File: src/ras_pkg.sv
/*
 * ras_pkg: constants and carrier types of the return-address stack.
 * assumes: 32-bit apb, one clock domain, byte addresses on paddr.
 */
package ras_pkg;

   localparam int          DEPTH       = 16;
   localparam int          PC_W        = 15;
   localparam int          PTR_W       = 5;
   localparam int          ADDR_W      = 8;
   localparam int          DATA_W      = 32;

   localparam logic [4:0]  PTR_EMPTY   = 5'h1F;
   localparam logic [4:0]  PTR_FULL    = 5'h0F;

   localparam logic [7:0]  OFF_PTR     = 8'h00;
   localparam logic [7:0]  OFF_TOS_LO  = 8'h04;
   localparam logic [7:0]  OFF_TOS_HI  = 8'h08;
   localparam logic [7:0]  OFF_STATUS  = 8'h0C;
   localparam logic [7:0]  OFF_MASK    = 8'h10;

   localparam int          BIT_OVF     = 0;
   localparam int          BIT_UNF     = 1;
   localparam logic [1:0]  STATUS_RST  = 2'h0;
   localparam logic [1:0]  MASK_RST    = 2'h0;

   typedef struct packed {
      logic              psel;
      logic              penable;
      logic              pwrite;
      logic [ADDR_W-1:0] paddr;
      logic [DATA_W-1:0] pwdata;
   } ras_apb_req_type;

   typedef struct packed {
      logic              pready;
      logic              pslverr;
      logic [DATA_W-1:0] prdata;
   } ras_apb_rsp_type;

   typedef struct packed {
      logic            push;
      logic            pop;
      logic [PC_W-1:0] pc;
   } ras_seq_type;

endpackage : ras_pkg

File: src/ras_top.sv
/*
 * ras_top: sixteen-entry return-address stack with apb access,
 * overflow/underflow flags, interrupt and stack-error reset request.
 * assumes: sequencer gives push or pop one-cycle pulses; the error
 * reset enable is a static configuration level; synchronous inputs.
 */
// Implementation choices: the APB slave port and the address map.
// Overview of operation
// [RULE1] sixteen entries of fifteen-bit pc
// [RULE2] private storage, no memory address reaches
// [RULE3] calls and interrupts push the pc
// [RULE4] three return kinds pop the stack
// [RULE5] upper pc latch untouched by stack
// [RULE6] enable zero gives circular, no reset
// [RULE7] seventeenth push overwrites first entry
// [RULE8] flags set regardless of reset enable
// [RULE9] top-of-stack pair reads/writes pointed entry
// [RULE10] pointer write repositions top-of-stack pair
// [RULE11] pointer is five bits wide
// [RULE12] push increments, pop decrements pointer
// [RULE13] increment then write; read then decrement
// [RULE14] reset leaves pointer at 0x1F
// [RULE15] empty with enable reads zero
// [RULE16] enable one requests reset after flag
// [RULE17] pointer wraps modulo thirty-two
`timescale 1ns/1ps
module ras_top #(
   parameter int DEPTH = ras_pkg::DEPTH
) (
   input  wire logic                     sys_clk,
   input  wire logic                     sys_rst,
   input  wire logic                     clk_en,
   input  wire ras_pkg::ras_apb_req_type apb_req,
   output      ras_pkg::ras_apb_rsp_type apb_rsp,
   input  wire ras_pkg::ras_seq_type     seq,
   input  wire logic                     stack_error_reset_enable,
   output      logic [14:0]              pop_pc,
   output      logic                     pop_valid,
   output      logic                     stack_error_reset,
   output      logic                     irq
);

   // [RULE1] [RULE2] local array, only pointer-indexed
   logic [ras_pkg::PC_W-1:0]  stack_mem [DEPTH];
   // [RULE11] five-bit pointer
   logic [ras_pkg::PTR_W-1:0] stack_pointer;
   logic [1:0]                status;
   logic [1:0]                mask;
   // event register so the reset request follows the flag edge
   logic [1:0]                set_q;

   function automatic logic [3:0] slot(input logic [4:0] p);
      return p[3:0];
   endfunction : slot

   // apb decode
   wire logic       acc_end   = apb_req.psel & apb_req.penable & apb_rsp.pready;
   wire logic       wr_fire   = acc_end & apb_req.pwrite;
   wire logic [7:0] a         = apb_req.paddr;
   wire logic       hit_ptr   = (a == ras_pkg::OFF_PTR);
   wire logic       hit_lo    = (a == ras_pkg::OFF_TOS_LO);
   wire logic       hit_hi    = (a == ras_pkg::OFF_TOS_HI);
   wire logic       hit_stat  = (a == ras_pkg::OFF_STATUS);
   wire logic       hit_mask  = (a == ras_pkg::OFF_MASK);
   wire logic       mapped    = hit_ptr | hit_lo | hit_hi | hit_stat | hit_mask;

   // [RULE3] [RULE4] push has priority if both pulse
   wire logic       do_push   = seq.push;
   wire logic       do_pop    = seq.pop & ~seq.push;
   wire logic       empty     = (stack_pointer == ras_pkg::PTR_EMPTY);
   // [RULE8] flags independent of enable
   wire logic       ovf_ev    = do_push & (stack_pointer == ras_pkg::PTR_FULL);
   wire logic       unf_ev    = do_pop & empty;
   wire logic [1:0] set_bits  = {unf_ev, ovf_ev};

   // [RULE12] [RULE17] wraps mod 32 by width
   wire logic [4:0] ptr_inc   = stack_pointer + 5'h01;
   wire logic [4:0] ptr_dec   = stack_pointer - 5'h01;

   // [RULE9] [RULE15] pointed entry, zero when empty and enabled
   wire logic [14:0] tos      = (empty & stack_error_reset_enable) ? 15'h0000
                                : stack_mem[slot(stack_pointer)];

   wire logic [1:0]  clr_bits = (wr_fire & hit_stat) ? apb_req.pwdata[1:0] : 2'h0;
   // set wins over a simultaneous clear
   wire logic [1:0]  next_status = (status & ~clr_bits) | set_bits;
   wire logic [1:0]  next_mask   = (wr_fire & hit_mask) ? apb_req.pwdata[1:0] : mask;

   wire logic [31:0] rd_word =
        hit_ptr  ? {27'h0000000, stack_pointer} :
        hit_lo   ? {24'h000000, tos[7:0]}       :
        hit_hi   ? {25'h0000000, tos[14:8]}     :
        hit_stat ? {30'h00000000, status}       :
        hit_mask ? {30'h00000000, mask}         : 32'h00000000;

   // pointer: hardware events win over a software write
   always_ff @(posedge sys_clk) begin
      if (sys_rst) begin
         // [RULE14] empty after reset
         stack_pointer <= ras_pkg::PTR_EMPTY;
      end else if (clk_en) begin
         // [RULE12] [RULE13] increment on push, decrement after pop
         if (do_push) begin
            stack_pointer <= ptr_inc;
         end else if (do_pop) begin
            stack_pointer <= ptr_dec;
         end else if (wr_fire & hit_ptr) begin
            // [RULE10] reposition top-of-stack pair
            stack_pointer <= apb_req.pwdata[4:0];
         end
      end
   end

   // storage has no reset: contents undefined until written
   always_ff @(posedge sys_clk) begin
      if (clk_en) begin
         if (do_push) begin
            // [RULE13] [RULE7] pc goes to incremented slot
            stack_mem[slot(ptr_inc)] <= seq.pc;
         end else if (!do_pop && wr_fire && hit_lo) begin
            // [RULE9] software writes low byte
            stack_mem[slot(stack_pointer)][7:0] <= apb_req.pwdata[7:0];
         end else if (!do_pop && wr_fire && hit_hi) begin
            stack_mem[slot(stack_pointer)][14:8] <= apb_req.pwdata[6:0];
         end
      end
   end

   // [RULE5] pop returns pc only; no upper latch is touched here
   always_ff @(posedge sys_clk) begin
      if (sys_rst) begin
         pop_pc    <= 15'h0000;
         pop_valid <= 1'b0;
      end else if (clk_en) begin
         pop_valid <= do_pop;
         if (do_pop) begin
            // [RULE13] read before the decrement
            pop_pc <= tos;
         end
      end
   end

   always_ff @(posedge sys_clk) begin
      if (sys_rst) begin
         status            <= ras_pkg::STATUS_RST;
         mask              <= ras_pkg::MASK_RST;
         irq               <= 1'b0;
         stack_error_reset <= 1'b0;
      end else if (clk_en) begin
         // [RULE8] sticky flags
         status            <= next_status;
         mask              <= next_mask;
         irq               <= |(next_status & next_mask);
         // [RULE16] [RULE6] reset one cycle after flag, only when enabled
         stack_error_reset <= stack_error_reset_enable & (|set_q);
      end
   end

   always_ff @(posedge sys_clk) begin
      if (sys_rst) begin
         set_q <= 2'h0;
      end else if (clk_en) begin
         set_q <= set_bits;
      end
   end

   // two-cycle apb slave: ready in the second access cycle
   always_ff @(posedge sys_clk) begin
      if (sys_rst) begin
         apb_rsp <= '0;
      end else if (clk_en) begin
         apb_rsp.pready <= apb_req.psel & apb_req.penable & ~apb_rsp.pready;
         if (apb_req.psel & apb_req.penable & ~apb_rsp.pready) begin
            apb_rsp.pslverr <= ~mapped;
            apb_rsp.prdata  <= apb_req.pwrite ? 32'h00000000 : rd_word;
         end else begin
            apb_rsp.pslverr <= 1'b0;
            apb_rsp.prdata  <= 32'h00000000;
         end
      end
   end
endmodule : ras_top

File: config.mk
export PLATFORM = sky130hd
export DESIGN_NAME = ras_top
export DESIGN_NICKNAME = d
export VERILOG_FILES = /design/src/ras_pkg.sv /design/src/ras_top.sv
export SDC_FILE = /design/constraint.sdc
export NUM_CORES = 1
export LEC_CHECK = 0
export ABC_AREA = 1
export BUFFER_PORTS_ARGS = -buffer_cell sky130_fd_sc_hd__buf_4
export CAP_MARGIN = 5
export CORE_MARGIN = 8
export CORE_UTILIZATION = 30
export CTS_CLUSTER_DIAMETER = 150
export DETAILED_ROUTE_END_ITERATION = 8
export SKIP_CTS_REPAIR_TIMING = 1
export SYNTH_ARGS = -nofsm -noshare
export SYNTH_HDL_FRONTEND = slang
export SYNTH_SLANG_ARGS = --single-unit
File: constraint.sdc
create_clock -name sys_clk -period 5.45 [get_ports sys_clk]
set_clock_uncertainty 0.05 [all_clocks]
set_input_delay 0.2725 -clock sys_clk [delete_from_list [all_inputs] [get_ports sys_clk]]
set_output_delay 0.2725 -clock sys_clk [all_outputs]
set_load 0.1 [all_outputs]
======== Word-level counts from Yosys, hierarchy flattened ========
Memory sizes are Yosys's and may differ from the RTL's. A register that Yosys moved wholly into a read port is not among the register bits.
Index checks and enable logic that the tools add are counted.
word-level totals
  bits in registers ....................... 63
  bits in writable memories ............... 240
  output and inout port bits .............. 52
  memories ................................ 1
cells by class
  add/subtract/negate cells ............... 2
  eq/ne operators ......................... 6
  mux-type cells .......................... 30
  bitwise gates (word level) .............. 23
  reductions and logical operators ........ 11
memory list
  name       words  bits a word  rd ports  clocked after memory_dff  write ports  line           RTL
  stack_mem  16     15           1         1                         1            ras_top.sv:44  logic [ras_pkg::PC_W-1:0] stack_mem [DEPTH];
operators with widths
  cell                 count
  $mux 33              1
  $mux 15              2
  $mux 8               3
  $eq 8x4->1 const B   2
  $mux 5               3
  $reduce_or 15->1     1
  $and 1x1->1          12
  $mux 1               12
  $mux 4               3
  $mux 2               5
  $eq 8x3->1 const B   1
  $eq 8x5->1 const B   1
  $logic_not 8->1      1
  $mux 7               1
  $add 5x1->5 const B  1
  $eq 5x4->1 const B   1
  $eq 5x5->1 const B   1
  $sub 5x1->5 const B  1
  $and 2x2->2          2
  $or 1x1->1           4
  $reduce_and 2->1     2
  $reduce_or 2->1      2
  $logic_and 1x1->1    3
  $not 1->1            3
  4 further kinds      4

======== Logic depth before layout (Yosys ltp) ========
  depth after elaboration ................. 12
  depth in mapped cells ................... 14
  gate-level depth less buffers ........... 14

======== Worst setup path after synthesis ========
OpenSTA, ideal clock, no wires.
  path kind ............................... register -> register
  from .................................... reg apb_rsp[33] (netlist name)
  to ...................................... mem stack_mem[11][0] (netlist name), enable pin
  setup time .............................. 383 ps
  arrival time ............................ 2,543 ps
  slack ................................... 2,474 ps
  cell stages (with the launch flop) ...... 9
  path buffers ............................ 0
  period minus slack after synthesis ...... 2,976 ps
  cell sequence ........................... dfxtp_1 -> nand3_2 -> nor3_4 -> nand2_2 -> nand2_4 -> nand2_1 -> nand2_2 -> nand2_2 -> nor3_1
on the way
  word-level cells in the longest chain between the ends .. 11
  elaborated cells on any way between the ends .. 17
  those cells by class .................... mux (11); bitwise (2); reduce/logical (4)
RTL lines
  element                                            line                            RTL
  start: declaration                                 ras_top.sv:34                   output ras_pkg::ras_apb_rsp_type apb_rsp,
  $and 1x1->1 *                                      ras_top.sv:57                   wire logic acc_end = apb_req.psel & apb_req.penable & apb_rsp.pready;
  $and 1x1->1 *                                      ras_top.sv:58                   wire logic wr_fire = acc_end & apb_req.pwrite;
  $logic_and 1x1->1 *                                ras_top.sv:120, ras_top.sv:123
  $logic_and 1x1->1                                  ras_top.sv:123                  end else if (!do_pop && wr_fire && hit_hi) begin
  $mux 1                                             ras_top.sv:123
  $mux 1                                             ras_top.sv:120                  end else if (!do_pop && wr_fire && hit_lo) begin
  $mux 1                                             ras_top.sv:117                  if (do_push) begin
  $mux 1                                             ras_top.sv:116                  if (clk_en) begin
  $mux 1 (not written as such)                       ras_top.sv:124                  stack_mem[slot(stack_pointer)][14:8] <= apb_req.pwdata[6:0];
  $reduce_or 15->1 (no line)                         --
  $mux 4 (no line) / $mux 2 (equally long branches)  --
  end: declaration                                   ras_top.sv:44
Mark *: on every way between the ends. The rest lies on a longest branch, timed or not.

======== Final worst setup path ========
  from .................................... in clk_en
  to ...................................... mem stack_mem[11][8] (netlist name), enable pin
on the way
  word-level cells in the longest chain between the ends .. 4
  elaborated cells on any way between the ends .. 9
  those cells by class .................... mux (8); reduce/logical (1)
RTL lines
  element                                            line                            RTL
  start: declaration                                 ras_top.sv:32                   input wire logic clk_en,
  $mux 1                                             ras_top.sv:116
  $mux 1 (on tied branches)                          ras_top.sv:122, ras_top.sv:124
  $reduce_or 15->1 (no line)                         --
  $mux 4 (no line) / $mux 2 (equally long branches)  --
Parallel ways exist; a longest one is shown, timed or not.

==> flow_summary.toml <==
[routing]
via_count = 9018
firstDrtPassIters = 5
wirelength_mm = 31.3
drt_iter0_drc = 790
ant_nets = 0
wl_per_cell_um = 16.4
via_per_inst = 4.73
drc_errors = 0

[setup_path]
cp_data_arrival_time_ps = 3260
cp.required_ps = 5550
path_max_fanout = 30
r2r_cells = 12
startpoint_type = "input pin"
ff2ff_setup_slack_ps = 2440
crit_type = "input pin to flip-flop"
critPathCaptureType = "flip-flop"
r2r_end = "apb_rsp[5]"

[timing]
setup_viol = 0
slew_headroom_pct = 20.9
grt_setup_unrepaired = "false"
fin_crit_sh_pct = 57.9
fmaxAchievable_mhz = 317
fin_tns_setup_ps = 0
fin_crit_ps = 3160
final_max_slew_viol_count = 0
hold_violations = 1
hold_ws_ps = -23.1
tightest_slew_ps = 1180

[place]
dp_hpwl_mm = 20.4
dp.cells = 1853
finalWeightedCongestion = 0.889
portBuffers = 67

[floorplan]
core_um2 = 41800
pin_count = 116
die_y_um = 221
rows = 75
fp.dieW_um = 221
start_util_pct = 30.2
die_area_um2 = 48900

[cells_and_area]
finish.utilization_pct = 34.8
area_growth_pct = 15.1
diodes = 0
final_cell_mix = "nand2_1 (350), edfxtp_1 (240), nand3_1 (148)"
fin_cells = 1907
fin_nets = 1414
fill_cells = 4123
final_layout_size_suffix_gt1_share_pct = 11.9
layout_commonest_cell = "nand2_1"

[power_and_ir_drop]
vdd_ir_drop_max_mv = 0.219
p_int_w = 0.00380
cellLeakagePower_nw = 5.82
p_total_w = 0.00515
p_sw_w = 0.00135
combPwrFrac_pct = 12.7
power_density_nw_per_um2 = 354
p_seq_share_pct = 47.1
swShare_pct = 26.2
clockPowerShare_pct = 40.3

[global_route]
antenna_found_initial = 0
overflow = 0
grt_util_met3_pct = 2.62
use_met1_pct = 16.1
grt_pass1_vias = 8787
grt_busiest_layer = "met2"
grt.total_usage_pct = 12.4
grt_pass1_wl_mm = 49.3
grt_start_max_net_pins = 97
use_met2_pct = 20.7

[worst_hold_path]
hold_class = "input pin to flip-flop"
holdPathEnd = "stack_error_reset"
worstHoldStart = "stack_error_reset_enable"
min_path_cells = 3

[cts]
cts_inserted_buffers = 28
clock_sinks = 283
path_clk_slew_ps = 60
clock_latency_ps = 540
htreeDepth = 1
cts_tree = "done"
root_buffer = "clkbuf_16"
cts_buffer_depth = 3

[yosys]
yosysUniqueCellTypes = 34
synthCells = 1302
synth_seq_cells = 283
yosysTopAreaCell = "edfxtp_1"
syn_area_um2 = 12600
synth_top_area_share_pct = 57.1
yosys_warnings = 0
synth_area_per_cell_um2 = 9.70
yosysSeqAreaShare_pct = 63.9
synth_area_leaders = "edfxtp_1 (57%), nand2_1 (10%), dfxtp_1 (6.8%)"

[run_status]
violations = "hold timing"
status = "finished with violations"

[run]
max_cap_viol_count = 0
-- state kept, by name (all words and copies together), names as in the netlist, named ones only --
register           cells
apb_rsp               10
irq                    1
mask                   2
pop_pc                15
pop_valid              1
set_q                  2
stack_error_reset      1
stack_mem            240
stack_pointer          5
status                 2
-- power by group through the flow --
stage               combinational [W]  sequential, W  clock [W]
finish                       0.000652        0.00242    0.00207
global route                 0.000712        0.00243    0.00218
CTS                          0.000652        0.00242    0.00210
detailed placement           0.000649        0.00247          0
global placement             0.000643        0.00247          0
floorplan                    0.000430        0.00251          0
-- synthesized netlist by cell type --
cell and count:
nand2_1 350, edfxtp_1 240, nand3_1 148, nor2_1 127, inv_1 111, o21ai_0 80, a21oi_1 44, dfxtp_1 43
clkbuf_1 36, buf_2 27, buf_4 25, o211ai_1 11, nand2_2 10, inv_2 7, nand2_4 5, o21ai_1 5
ha_1 4, a21oi_2 3, nor3_1 3, xor2_1 3, a221oi_1 2, nand4_1 2, nor2_2 2, nor2_4 2
nor3_4 2, o22ai_1 2, a31oi_1 1, buf_1 1, buf_6 1, clkinv_2 1, conb_1 1, nand3_2 1
or2_2 1, xnor2_1 1
-- critical path, cell delays in order --
cell and delay (ps):
dlygate4sd3_1 530, buf_4 180, inv_2 320, nor3_4 130, nand2_2 140, nand2_4 90, inv_2 400, nand2_4 110
nand2_4 120, nand2_2 70, nor3_1 870
-- routing by layer --
metal  vias to the layer above  part of all wire, %
met3                        53                  8.0
met2                       355                   46
met1                      4241                   43
met5                         -                    0
met4                         0                  2.6
li1                       4369                    -
-- final cells by class --
cell class	instances	area, um2	share of cell area [%]
sequential	283	8070	55.5
multi-input combinational	833	3730	25.7
clock buffer	29	726	4.99
tap	539	674	4.64
timing repair buffer	81	611	4.20
inverter	119	449	3.09
clock inverter	23	272	1.87
-- worst max-delay path by stage --
stage,from,endpoint,depth (start not counted)
6_report,clk_en,stack_mem[11][8],11
5_1_grt,clk_en,stack_mem[11][2],11
3_3_place_gp,apb_req[37],stack_mem[7][8],14
2_1_floorplan,apb_rsp[33],stack_mem[11][0],8
4_1_cts,apb_req[37],stack_mem[5][4],14
3_5_place_dp,apb_req[37],stack_mem[6][3],14
-- kinds of logic after synthesis --
kind of cell | count (synthesis) | share of synthesized area, %
adders and majority gates | 4 | 0.396
and+or+nand+nor | 653 | 21.9
xor gates and xnor gates | 4 | 0.277
DFF | 283 | 63.9
other | 1 | 0.0297
buffers and inverters | 209 | 7.29
AOI/OAI and AO/OA | 148 | 6.26
-- stage by stage --
| step | instance area, um2 | hold WS, ps | setup WS, ps |
|---|---|---|---|
| final | 14500 | -23.1 | 2290 |
| after global routing | 14500 | 16.0 | 2040 |
| after CTS | 14500 | -58.0 | 2450 |
| after detailed placement | 13500 | 410 | 1880 |
| after global placement | 13500 | 399 | 1890 |
| after floorplan | 12700 | 377 | 2470 |
Note: power is estimated with default switching activity, not from simulation.
